$ cat src/hsd_pkg.sv
// package: register map, reset values and carriers of the hall datapath
package hsd_pkg;
    // apb register byte addresses
    localparam logic [7:0] HSD_ADDR_CTRL = 8'h00;
    localparam logic [7:0] HSD_ADDR_GAIN = 8'h04;
    localparam logic [7:0] HSD_ADDR_OFFSET = 8'h08;
    localparam logic [7:0] HSD_ADDR_TEMPCO = 8'h0C;
    localparam logic [7:0] HSD_ADDR_REFTEMP = 8'h10;
    localparam logic [7:0] HSD_ADDR_STATUS = 8'h14;
    // field positions
    localparam int HSD_CTRL_RANGE_LSB = 0;
    localparam int HSD_CTRL_FILT_LSB = 4;
    localparam int HSD_TEMPCO_LIN_LSB = 0;
    localparam int HSD_TEMPCO_QUAD_LSB = 16;
    localparam int HSD_STATUS_CODE_LSB = 0;
    localparam int HSD_STATUS_LEVEL_LSB = 16;
    // range codes
    localparam logic [1:0] HSD_RANGE_50MT = 2'h3;
    localparam logic [1:0] HSD_RANGE_100MT = 2'h1;
    localparam logic [1:0] HSD_RANGE_200MT = 2'h0;
    localparam logic [1:0] HSD_RANGE_BAD = 2'h2;
    // reset values
    localparam logic [1:0] HSD_RANGE_RST = HSD_RANGE_100MT;
    localparam logic [2:0] HSD_FILT_RST = 3'h7;
    localparam logic [14:0] HSD_GAIN_RST = 15'h4000;
    localparam logic [14:0] HSD_OFFSET_RST = 15'h4000;
    localparam logic [8:0] HSD_LIN_RST = 9'h000;
    localparam logic [7:0] HSD_QUAD_RST = 8'h00;
    localparam logic [2:0] HSD_REF_RST = 3'h0;
    // arithmetic constants
    localparam logic [2:0] HSD_FILT_OFF = 3'h7;
    localparam logic [15:0] HSD_WORD_BIAS = 16'h4000;
    localparam logic [23:0] HSD_COMP_ONE = 24'h010000;
    localparam int HSD_FILT_FRAC = 8;
    localparam int HSD_REF_SHIFT = 8;
    localparam int HSD_QUAD_SHIFT = 8;
    localparam int HSD_GAIN_SHIFT = 16;
    localparam int HSD_MUL_SHIFT = 16;
    localparam logic [11:0] HSD_CODE_MAX = 12'hFFF;
    localparam logic [11:0] HSD_CODE_MIN = 12'h000;
    localparam int HSD_FIFO_DEPTH = 32;
    // converter sample carrier
    typedef struct packed {
        logic [15:0] field;
        logic [11:0] temp;
    } hsd_sample_t;
endpackage

$ cat src/hsd_fifo.sv
// fifo: parameterised width and depth, valid/ready both sides
`timescale 1ns/1ps
module hsd_fifo #(
    parameter int WIDTH = 28,
    parameter int DEPTH = 32
) (
    // clock and reset
    input wire logic clk,
    input wire logic rst_b,
    // fill side
    input wire logic in_valid,
    output logic in_ready,
    input wire logic [WIDTH-1:0] in_data,
    // drain side
    output logic out_valid,
    input wire logic out_ready,
    output logic [WIDTH-1:0] out_data,
    // fill level
    output logic [$clog2(DEPTH):0] level
);
    localparam int AW = $clog2(DEPTH);
    logic [WIDTH-1:0] mem [DEPTH];
    logic [AW-1:0] wr_ptr_r;
    logic [AW-1:0] rd_ptr_r;
    logic [AW:0] count_r;
    logic push;
    logic pop;

    assign in_ready = (count_r != (AW+1)'(DEPTH));
    assign out_valid = (count_r != '0);
    assign push = in_valid && in_ready;
    assign pop = out_valid && out_ready;
    assign out_data = mem[rd_ptr_r];
    assign level = count_r;

    // storage
    always_ff @(posedge clk)
    begin
        if (push)
        begin
            mem[wr_ptr_r] <= in_data;
        end
    end

    // pointers and count
    always_ff @(posedge clk)
    begin
        if (!rst_b)
        begin
            wr_ptr_r <= '0;
            rd_ptr_r <= '0;
            count_r <= '0;
        end
        else
        begin
            if (push)
            begin
                wr_ptr_r <= wr_ptr_r + AW'(1);
            end
            if (pop)
            begin
                rd_ptr_r <= rd_ptr_r + AW'(1);
            end
            if (push && !pop)
            begin
                count_r <= count_r + (AW+1)'(1);
            end
            else if (pop && !push)
            begin
                count_r <= count_r - (AW+1)'(1);
            end
        end
    end
endmodule

$ cat src/hsd_datapath.sv
// hall datapath: filter, compensated gain, offset, 12-bit limiter, apb regs
//
// Functional notes
// - range code 3/1/0 selects 50/100/200 mT
// - low pass filter before any scaling
// - multiply sample by gain times compensation
// - add programmed offset after gain multiply
// - limit result to 12 bits for dac
// - temperature minus reference temperature
// - linear and squared temperature coefficient terms
// - temperature terms sum times gain word
// - gain equals (word minus 16384) over 4096
// - offset equals word minus 16384, in dac codes
// - eight filter steps, 7 off, unity dc
`timescale 1ns/1ps
module hsd_datapath
    import hsd_pkg::*;
(
    // clock and reset
    input wire logic clk,
    input wire logic rst_b,
    // apb slave
    input wire logic psel,
    input wire logic penable,
    input wire logic pwrite,
    input wire logic [7:0] paddr,
    input wire logic [31:0] pwdata,
    output logic [31:0] prdata,
    output logic pready,
    output logic pslverr,
    // converter samples
    input wire logic adc_valid,
    output logic adc_ready,
    input wire hsd_sample_t adc_sample,
    output logic [1:0] converter_range,
    // dac side
    output logic dac_valid,
    input wire logic dac_ready,
    output logic [11:0] dac_code
);
    logic [1:0] range_select_r;
    logic [2:0] filter_setting_r;
    logic [14:0] gain_word_r;
    logic [14:0] offset_word_r;
    logic [8:0] linear_temp_coeff_r;
    logic [7:0] quadratic_temp_coeff_r;
    logic [2:0] reference_temperature_r;
    logic wr_en;
    logic rd_en;
    logic addr_ok;
    logic [31:0] rdata_nxt;
    logic [5:0] fifo_level;
    logic fifo_valid;
    hsd_sample_t fifo_data;
    logic adv;
    logic pop;
    logic signed [23:0] filt_acc_r;
    logic signed [23:0] filt_acc_nxt;
    logic signed [12:0] tnorm_r;
    logic signed [12:0] tnorm_nxt;
    logic v1_r;
    logic signed [15:0] field2_r;
    logic signed [23:0] eff_gain_r;
    logic signed [23:0] eff_gain_nxt;
    logic v2_r;
    logic [11:0] dac_code_r;
    logic [11:0] dac_code_nxt;
    logic signed [25:0] sum_nxt;
    logic dac_valid_r;

    assign wr_en = psel && penable && pwrite;
    assign rd_en = psel && !pwrite;
    assign pready = 1'b1;
    assign converter_range = range_select_r;
    assign dac_valid = dac_valid_r;
    assign dac_code = dac_code_r;

    // address decode
    always_comb
    begin
        addr_ok = 1'b1;
        rdata_nxt = 32'h00000000;
        case (paddr)
            HSD_ADDR_CTRL:
            begin
                rdata_nxt[HSD_CTRL_RANGE_LSB +: 2] = range_select_r;
                rdata_nxt[HSD_CTRL_FILT_LSB +: 3] = filter_setting_r;
            end
            HSD_ADDR_GAIN: rdata_nxt[14:0] = gain_word_r;
            HSD_ADDR_OFFSET: rdata_nxt[14:0] = offset_word_r;
            HSD_ADDR_TEMPCO:
            begin
                rdata_nxt[HSD_TEMPCO_LIN_LSB +: 9] = linear_temp_coeff_r;
                rdata_nxt[HSD_TEMPCO_QUAD_LSB +: 8] = quadratic_temp_coeff_r;
            end
            HSD_ADDR_REFTEMP: rdata_nxt[2:0] = reference_temperature_r;
            HSD_ADDR_STATUS:
            begin
                rdata_nxt[HSD_STATUS_CODE_LSB +: 12] = dac_code_r;
                rdata_nxt[HSD_STATUS_LEVEL_LSB +: 6] = fifo_level;
            end
            default: addr_ok = 1'b0;
        endcase
    end

    assign pslverr = psel && penable && !addr_ok;
    assign prdata = (psel && penable && rd_en) ? rdata_nxt : 32'h00000000;

    // register writes
    always_ff @(posedge clk)
    begin
        if (!rst_b)
        begin
            range_select_r <= HSD_RANGE_RST;
            filter_setting_r <= HSD_FILT_RST;
            gain_word_r <= HSD_GAIN_RST;
            offset_word_r <= HSD_OFFSET_RST;
            linear_temp_coeff_r <= HSD_LIN_RST;
            quadratic_temp_coeff_r <= HSD_QUAD_RST;
            reference_temperature_r <= HSD_REF_RST;
        end
        else if (wr_en)
        begin
            case (paddr)
                HSD_ADDR_CTRL:
                begin
                    if (pwdata[HSD_CTRL_RANGE_LSB +: 2] != HSD_RANGE_BAD)
                    begin
                        range_select_r <= pwdata[HSD_CTRL_RANGE_LSB +: 2];
                    end
                    filter_setting_r <= pwdata[HSD_CTRL_FILT_LSB +: 3];
                end
                HSD_ADDR_GAIN: gain_word_r <= pwdata[14:0];
                HSD_ADDR_OFFSET: offset_word_r <= pwdata[14:0];
                HSD_ADDR_TEMPCO:
                begin
                    linear_temp_coeff_r <= pwdata[HSD_TEMPCO_LIN_LSB +: 9];
                    quadratic_temp_coeff_r <= pwdata[HSD_TEMPCO_QUAD_LSB +: 8];
                end
                HSD_ADDR_REFTEMP: reference_temperature_r <= pwdata[2:0];
                default: ;
            endcase
        end
    end

    // sample buffer
    hsd_fifo #(
        .WIDTH($bits(hsd_sample_t)),
        .DEPTH(HSD_FIFO_DEPTH)
    ) u_fifo (
        .clk(clk),
        .rst_b(rst_b),
        .in_valid(adc_valid),
        .in_ready(adc_ready),
        .in_data(adc_sample),
        .out_valid(fifo_valid),
        .out_ready(adv),
        .out_data(fifo_data),
        .level(fifo_level)
    );

    // pipeline advances unless dac stalls
    assign adv = !dac_valid_r || dac_ready;
    assign pop = fifo_valid && adv;

    // filter and normalised temperature
    always_comb
    begin
        logic signed [23:0] x;
        logic signed [24:0] diff;
        x = {fifo_data.field, 8'h00};
        // one extra bit so a full-scale swing cannot wrap
        diff = 25'(x) - 25'(filt_acc_r);
        if (filter_setting_r == HSD_FILT_OFF)
        begin
            filt_acc_nxt = x;
        end
        else
        begin
            filt_acc_nxt = filt_acc_r + 24'(diff >>> (3'h7 - filter_setting_r));
        end
        tnorm_nxt = $signed({1'b0, fifo_data.temp})
            - $signed({2'b00, reference_temperature_r, 8'h00});
    end

    // stage one
    always_ff @(posedge clk)
    begin
        if (!rst_b)
        begin
            filt_acc_r <= 24'sh000000;
            tnorm_r <= 13'sh0000;
            v1_r <= 1'b0;
        end
        else if (adv)
        begin
            v1_r <= fifo_valid;
            if (pop)
            begin
                filt_acc_r <= filt_acc_nxt;
                tnorm_r <= tnorm_nxt;
            end
        end
    end

    // compensation factor times gain
    always_comb
    begin
        logic signed [39:0] lin;
        logic signed [39:0] quad;
        logic signed [39:0] comp;
        logic signed [15:0] gain;
        logic signed [39:0] prod;
        lin = 40'($signed(linear_temp_coeff_r)) * 40'(tnorm_r);
        quad = (40'($signed(quadratic_temp_coeff_r)) * 40'(tnorm_r) * 40'(tnorm_r)) >>> HSD_QUAD_SHIFT;
        comp = 40'($signed(HSD_COMP_ONE)) + lin + quad;
        gain = $signed({1'b0, gain_word_r}) - $signed(HSD_WORD_BIAS);
        prod = 40'(gain) * 40'($signed(comp[23:0]));
        eff_gain_nxt = prod[HSD_GAIN_SHIFT +: 24];
    end

    // stage two
    always_ff @(posedge clk)
    begin
        if (!rst_b)
        begin
            field2_r <= 16'sh0000;
            eff_gain_r <= 24'sh000000;
            v2_r <= 1'b0;
        end
        else if (adv)
        begin
            v2_r <= v1_r;
            field2_r <= filt_acc_r[HSD_FILT_FRAC +: 16];
            eff_gain_r <= eff_gain_nxt;
        end
    end

    // scale, offset, limit
    always_comb
    begin
        logic signed [39:0] scaled;
        logic signed [15:0] ofs;
        scaled = 40'(field2_r) * 40'(eff_gain_r);
        ofs = $signed({1'b0, offset_word_r}) - $signed(HSD_WORD_BIAS);
        sum_nxt = 26'($signed(scaled[39:HSD_MUL_SHIFT])) + 26'(ofs);
        if (sum_nxt > $signed({14'h0000, HSD_CODE_MAX}))
        begin
            dac_code_nxt = HSD_CODE_MAX;
        end
        else if (sum_nxt < 26'sh0000000)
        begin
            dac_code_nxt = HSD_CODE_MIN;
        end
        else
        begin
            dac_code_nxt = sum_nxt[11:0];
        end
    end

    always_ff @(posedge clk)
    begin
        if (!rst_b)
        begin
            dac_code_r <= HSD_CODE_MIN;
            dac_valid_r <= 1'b0;
        end
        else if (adv)
        begin
            dac_valid_r <= v2_r;
            if (v2_r)
            begin
                dac_code_r <= dac_code_nxt;
            end
        end
    end

    property p_range_legal;
        @(posedge clk) disable iff (!rst_b)
        range_select_r != HSD_RANGE_BAD;
    endproperty
    a_range_legal: assert property (p_range_legal) else $error("illegal range code held");

    property p_range_out;
        @(posedge clk) disable iff (!rst_b)
        wr_en && paddr == HSD_ADDR_CTRL && pwdata[1:0] == HSD_RANGE_50MT |=> converter_range == HSD_RANGE_50MT;
    endproperty
    a_range_out: assert property (p_range_out) else $error("range code not applied");

    property p_filter_off;
        @(posedge clk) disable iff (!rst_b)
        pop && filter_setting_r == HSD_FILT_OFF |=> filt_acc_r[23:8] == $past(fifo_data.field);
    endproperty
    a_filter_off: assert property (p_filter_off) else $error("bypassed filter altered sample");

    property p_filter_dc;
        @(posedge clk) disable iff (!rst_b)
        pop && filt_acc_r == $signed({fifo_data.field, 8'h00}) |=> $stable(filt_acc_r);
    endproperty
    a_filter_dc: assert property (p_filter_dc) else $error("filter dc gain not unity");

    property p_temp_norm;
        @(posedge clk) disable iff (!rst_b)
        pop |=> tnorm_r == $signed({1'b0, $past(fifo_data.temp)})
            - $signed({2'b00, $past(reference_temperature_r), 8'h00});
    endproperty
    a_temp_norm: assert property (p_temp_norm) else $error("temperature not normalised");

    property p_unity_gain;
        @(posedge clk) disable iff (!rst_b)
        adv && tnorm_r == 13'sh0000 && gain_word_r == 15'h5000 |=> eff_gain_r == 24'sh001000;
    endproperty
    a_unity_gain: assert property (p_unity_gain) else $error("gain word 20480 not unity");

    property p_zero_gain_offset;
        @(posedge clk) disable iff (!rst_b)
        adv && v2_r && field2_r == 16'sh0000 && offset_word_r == 15'h4800 |=> dac_code == 12'h800;
    endproperty
    a_zero_gain_offset: assert property (p_zero_gain_offset) else $error("offset not added");

    property p_saturate_high;
        @(posedge clk) disable iff (!rst_b)
        adv && v2_r && sum_nxt > 26'sh0000FFF |=> dac_valid && dac_code == HSD_CODE_MAX;
    endproperty
    a_saturate_high: assert property (p_saturate_high) else $error("overflow wrapped");

    property p_saturate_low;
        @(posedge clk) disable iff (!rst_b)
        adv && v2_r && sum_nxt < 26'sh0000000 |=> dac_valid && dac_code == HSD_CODE_MIN;
    endproperty
    a_saturate_low: assert property (p_saturate_low) else $error("underflow wrapped");

    property p_dac_hold;
        @(posedge clk) disable iff (!rst_b)
        dac_valid && !dac_ready |=> dac_valid && $stable(dac_code);
    endproperty
    a_dac_hold: assert property (p_dac_hold) else $error("dac code dropped under stall");

    property p_latency;
        @(posedge clk) disable iff (!rst_b)
        pop && dac_ready && !dac_valid ##1 dac_ready ##1 dac_ready |=> dac_valid;
    endproperty
    a_latency: assert property (p_latency) else $error("sample took more than three cycles");
endmodule

$ cat config.mk
export PLATFORM = sky130hd
export DESIGN_NAME = hsd_datapath
export DESIGN_NICKNAME = d
export VERILOG_FILES = /design/src/hsd_pkg.sv /design/src/hsd_fifo.sv /design/src/hsd_datapath.sv
export SDC_FILE = /design/constraint.sdc
export NUM_CORES = 2
export LEC_CHECK = 0
export ABC_AREA = 1
export BUFFER_PORTS_ARGS = -buffer_cell sky130_fd_sc_hd__buf_2
export CAP_MARGIN = 20
export CORE_MARGIN = 3
export CORE_UTILIZATION = 33
export DETAILED_ROUTE_END_ITERATION = 10
export GPL_ROUTABILITY_DRIVEN = 0
export SLEW_MARGIN = 30
export SYNTH_ARGS = -nofsm -noshare
export SYNTH_HDL_FRONTEND = slang
export SYNTH_HIERARCHICAL = 1
export SYNTH_SLANG_ARGS = --single-unit
$ cat constraint.sdc
create_clock -name clk -period 22.8 [get_ports clk]
set_input_delay 1.14 -clock clk [delete_from_list [all_inputs] [get_ports clk]]
set_output_delay 1.14 -clock clk [all_outputs]
set_load 0.01 [all_outputs]
Yosys cells after proc, flatten, opt, wreduce, memory -nomap -nowiden
Memory sizes are Yosys's and may differ from the RTL's. A register that Yosys moved wholly into a read port is not among the register bits.
Index checks and enable logic that the tools add are counted.
W data, S select, Z words.
{"block": "totals", "ff_bits": 163, "ram_bits": 896, "output_inout_bits": 50, "n_memories": 1}
{"memory": "u_fifo.mem", "depth": 32, "width": 28, "read_ports": 1, "rd_ports_with_merged_regs": 1, "write_ports": 1, "line_no": "hsd_fifo.sv:22", "source": "logic [WIDTH-1:0] mem [DEPTH];"}
{"block": "op_classes", "add_sub_neg": 13, "n_mul": 5, "n_lt_le_gt_ge": 2, "n_eq_ne": 8, "shifts": 1, "muxes": 20, "n_reduce_logical": 27}
{"op": "$mul A16 B24 Y40", "count": 2}
{"op": "$mux W24", "count": 2}
{"op": "$mul A21 B13 Y32", "count": 1}
{"op": "$sub A15 B15 Y16 const B", "count": 2}
{"op": "$add A24 B16 Y25", "count": 1}
{"op": "$gt A25 B13 Y1 const B", "count": 1}
{"op": "$lt A25 B1 Y1 const B", "count": 1}
{"op": "$sshr A25 B3 Y24", "count": 1}
{"op": "$sub A24 B24 Y25", "count": 1}
{"op": "$add A23 B24 Y24", "count": 1}
{"op": "$add A24 B24 Y24", "count": 1}
{"op": "$mux W12", "count": 2}
{"op": "$add A18 B22 Y23 const A", "count": 1}
{"op": "$mul A9 B13 Y22", "count": 1}
{"op": "$mul A8 B13 Y21", "count": 1}
{"op": "$eq A8 B4 Y1 const B", "count": 2}
{"op": "$eq A8 B5 Y1 const B", "count": 2}
{"op": "$pmux W3 S5", "count": 1}
{"op": "$reduce_and A2 Y1", "count": 7}
{"op": "$sub A12 B11 Y13", "count": 1}
{"op": "$mux W6", "count": 2}
{"op": "$pmux W2 S6", "count": 1}
{"op": "$pmux W6 S2", "count": 1}
{"op": "$add A5 B1 Y5 const B", "count": 2}
{"op": "other kinds (23)", "count": 38}

Logic depth before layout (Yosys ltp)
{"block": "depth", "depth_word": 6, "depth_mapped": 88, "mapped_depth_nobuf": 86}

Modules after synthesis
The synthesis kept the hierarchy.
{"mod": "hsd_datapath", "n_inst": 1, "cells_each": 7416, "area_each_um2": 56370.3, "seq_area_each_um2": 2942.8}
{"mod": "hsd_fifo", "n_inst": 1, "cells_each": 3209, "area_each_um2": 37612.3, "seq_area_each_um2": 27326.2}

Least setup slack after synthesis
No wires, ideal clock.
{"block": "synth_path", "path_type": "register to register", "from": "reg tnorm_r[5]", "to": "reg eff_gain_r[22]", "setup_ns": 0.114, "arrival_time_ns": 17.237, "required_time_ns": 22.686, "setup_slack_ns": 5.449, "path_stages_with_launch": 81, "n_path_buf": 4, "period_less_slack_ns": 17.351, "cell_sequence": "dfxtp_1 clkbuf_1 buf_1 nand2_1 fa_1 fa_1 inv_1 fa_1 inv_1 fa_1 inv_1 ha_1 a21oi_1 nand2_1 a31o_2 xor2_1 inv_1 nor2_1 (+45 left out) ha_1 inv_1 fa_1 inv_1 fa_1 inv_1 fa_1 inv_1 ha_1 inv_1 nor3_1 a211oi_1 o21ai_0 a21oi_1 nand2_1 xor2_1 o21bai_1 inv_1"}
{"block": "synth_between", "elab_chain_len": 4}
{"element": "start, declared", "line_no": "hsd_datapath.sv:59", "source": "logic signed [12:0] tnorm_r;"}
{"element": "start signal, assigned", "line_no": "hsd_datapath.sv:201", "source": "tnorm_r <= tnorm_nxt;"}
{"element": "$mul A8 B13 Y21 or $mul A9 B13 Y22 (tied branches)", "line_no": "hsd_datapath.sv:215, hsd_datapath.sv:214"}
{"element": "$mul A21 B13 Y32 or $add A18 B22 Y23 (tied branches)", "line_no": "hsd_datapath.sv:215, hsd_datapath.sv:216"}
{"element": "$add A23 B24 Y24 (*)", "line_no": "hsd_datapath.sv:216", "source": "comp = 40'($signed(HSD_COMP_ONE)) + lin + quad;"}
{"element": "$mul A16 B24 Y40 (*)", "line_no": "hsd_datapath.sv:218", "source": "prod = 40'(gain) * 40'($signed(comp[23:0]));"}
{"element": "end signal, assigned", "line_no": "hsd_datapath.sv:235", "source": "eff_gain_r <= eff_gain_nxt;"}
{"element": "end, declared", "line_no": "hsd_datapath.sv:63", "source": "logic signed [23:0] eff_gain_r;"}
Every way passes the cells marked *; elsewhere a longest branch is shown, timed or not.
A chain may end at the register's enable or synchronous reset.

Final worst setup path
{"block": "layout_path", "from": "reg tnorm_r[0]", "to": "reg eff_gain_r[20]"}
Same word-level chain as after synthesis.

==> impl_metrics.toml <==
[status]
status = "complete, no violations"

[synth]
post-synth-top-count-cell = "nand2_1"
yosysSeqAreaShare_pct = 32.2
synth_cell_types = 71
ys_dominant_reg_cell = "edfxtp_1"
synth_edf_count = 896
syn_avg_cell_area_sq_um = 8.85
yosys.area.top_type = "edfxtp_1"
synth_common_cells = "nand2_1 (2,890), inv_1 (1,996), fa_1 (1,191)"
synth_top_cell_area_share_pct = 28.6
synthArstFlopShare_pct = 0
synthTopCellsByArea = "edfxtp_1 (29%), fa_1 (25%), nand2_1 (12%)"
synth_area_sq_um = 94000
synth.ff_latch_count = 1064
postSynthCellCount = 10600
synth-warning-count = 6

[power]
seqPwrFrac_pct = 29.6
p_leak_nw = 45.8
power.internal_w = 0.00426
switchingPower_w = 0.00336
power_frac_comb_pct = 46.7
p_per_area_nw_per_um2 = 74.8
swShare_pct = 44.1
pwr-share-clk_pct = 23.7
ir_worst_vdd_uv = 77.9

[critical_path]
arrival_ns = 19.82
cp-start-kind = "flop"
cpMostUsedCell = "fa_1"
worst_path_max_delay_cell = "fa_1"
max_stage_delay_ns = 1.09
end_kind = "flop"
crit_type = "reg -> reg"
crit_fanout = 31
crit_required_ns = 23.39

[routing]
firstDrtPassIters = 7
vias = 69600
routed_wl_um = 267000
ant_nets = 0
viasPerCell = 4.84
wl_per_cell_um = 18.6
drc = 0
drt_iter0_drc = 4928

[timing]
max_freq_mhz = 52.0
relSlewSlack_pct = 29.1
hold_ws_ns = 0.461
timing.final.crit_share_pct = 84.3
fin_skew_ns = 0.0653
tightest_slew_ns = 1.05
min_period_ns = 19.23
finalMaxSlewViolations = 0
setup_viol = 0
final.setup.tns_ns = 0
hold_viol = 0
grt_setup_unrepaired = "false"

[final_layout]
fillers = 28600
nets = 12200
drive_gt1_share_pct = 5.48
synthToLayoutAreaGrowth_pct = 8.32

[clocking]
clkSinkCount = 1064
clock_latency_ns = 0.76
hold_buffers = 0
clockBufferDepth = 3
htree_levels = 3
cts-buffers-inserted = 111
tritoncts = "done"
clock-root-buffer = "clkbuf_16"
cts_setup_buffers = 0
path_clk_slew_ns = 0.06
cts_resized = 0

[die]
start_util_pct = 33.2
die_area_sq_um = 291000
rows = 195
die_h_um = 540
ioPinCount = 125
core-area_sq_um = 283000
die_x_um = 540

[global_route]
grt_usage_pct = 18.3
grt_pass1_wl_um = 414000
antenna_found_initial = 28
grt-ovfl-total = 0
grt_max_degree = 189
grt_pass1_vias = 69900

[placed_design]
port_buffers = 105
dpl.hpwl_um = 188000

[flow_run]
max_cap_viol_count = 0

[hold_path]
hold_class = "reg -> reg"
-- metrics by stage --
step / util, % / cells / worst slack (ns) / cell area (sq um) / power (W)
4_1_cts: 36.0 / 14400 / 3.63 / 102000 / 0.00764
3_3_place_gp: 34.7 / 14200 / 3.84 / 98100 / 0.00580
2_1_floorplan: - / 10600 / 5.45 / 94000 / 0.00483
6_report: 36.0 / 14400 / 3.57 / 102000 / 0.00762
5_1_grt: 36.0 / 14400 / 2.19 / 102000 / 0.00816
3_5_place_dp: 34.7 / 14200 / 3.75 / 98100 / 0.00582
-- metal layers --
metal	GRT usage (%)	part of all wire [%]	wire [um]
met4	8.21	4.8	12900
met3	2.57	6.4	17200
met5	0	0.026	69
met1	23.8	42	111000
met2	30.4	47	126000
-- power groups by stage --
stage / combinational (W) / sequential, W / clock (W)
after floorplan: 0.00258 / 0.00225 / 0
after global placement: 0.00351 / 0.00229 / 0
after detailed placement: 0.00353 / 0.00230 / 0
after CTS: 0.00355 / 0.00225 / 0.00184
after global routing: 0.00398 / 0.00226 / 0.00191
final: 0.00356 / 0.00225 / 0.00180
-- path summary, 6_finish.rpt --
check,start,to,slack [ns],cells past startpoint
worst max-delay path,tnorm_r[0],eff_gain_r[20],3.57,77
worst min register to register,v1_r,v1_r,0.46,2
worst max register to register,tnorm_r[0],eff_gain_r[20],3.57,77
worst min-delay path,v1_r,v1_r,0.46,2
-- cells in the final DEF, fill, tap and decap left out, types with 32 or more instances in the layout --
cell type,count
ha_1,439
nand4_1,35
a21oi_1,357
o21ai_0,247
clkbuf_16,112
xnor2_1,77
edfxtp_1,896
xor2_1,85
nand2_1,2888
clkinv_1,33
nor2_1,507
or2_2,59
nor3_1,36
dfxtp_1,161
nor3_2,32
fa_1,1191
buf_2,104
buf_4,142
inv_1,1993
nand3_1,855
-- state kept, by name, indices dropped and copies added, names as in the netlist, 2 cells and up, named ones only --
| name | cells |
|---|---|
| quadratic_temp_coeff_r | 8 |
| offset_word_r | 15 |
| u_fifo/rd_ptr_r | 5 |
| u_fifo/mem | 896 |
| field2_r | 16 |
| filt_acc_r | 24 |
| reference_temperature_r | 3 |
| filter_setting_r | 3 |
| eff_gain_r | 24 |
| u_fifo/level | 6 |
| converter_range | 2 |
| tnorm_r | 13 |
| dac_code | 12 |
| u_fifo/wr_ptr_r | 5 |
| gain_word_r | 15 |
| linear_temp_coeff_r | 9 |
-- layout make-up --
type	count	area, sq um	share of cell area, %
Multi-Input combinational cell	7068	53900	53.0
Antenna cell	19	47.5	0.0467
Clock buffer	140	2940	2.89
Tap cell	3743	4680	4.60
Sequential cell	1064	30300	29.7
Inverter	2025	7630	7.49
Timing Repair Buffer	252	1660	1.63
Clock inverter	64	643	0.632
-- cells by family (layout without fill, tap and decap cells) --
kind of cell / Yosys count / count (layout) / share of synthesized area, %
mux: 4 / 4 / 0.0426
simple gates: 4465 / 4465 / 19.5
flops: 1064 / 1064 / 32.2
xor+xnor: 165 / 165 / 1.55
compound gates: 793 / 793 / 4.73
other cells: 2 / 29 / 0.00799
fa+ha+maj: 1631 / 1631 / 31.2
buf+inv: 2501 / 2481 / 10.7
-- critical path, delay by kind of cell (launching register included) --
kind | cells | cell delay [ns]
and+or+nand+nor | 20 | 2.25
xor gates and xnor gates | 1 | 0.56
DFF | 1 | 0.30
AOI/OAI and AO/OA | 14 | 2.64
adders and majority gates | 23 | 11.32
buffers and inverters | 19 | 1.98
Note: power is estimated with default switching activity, not from simulation.
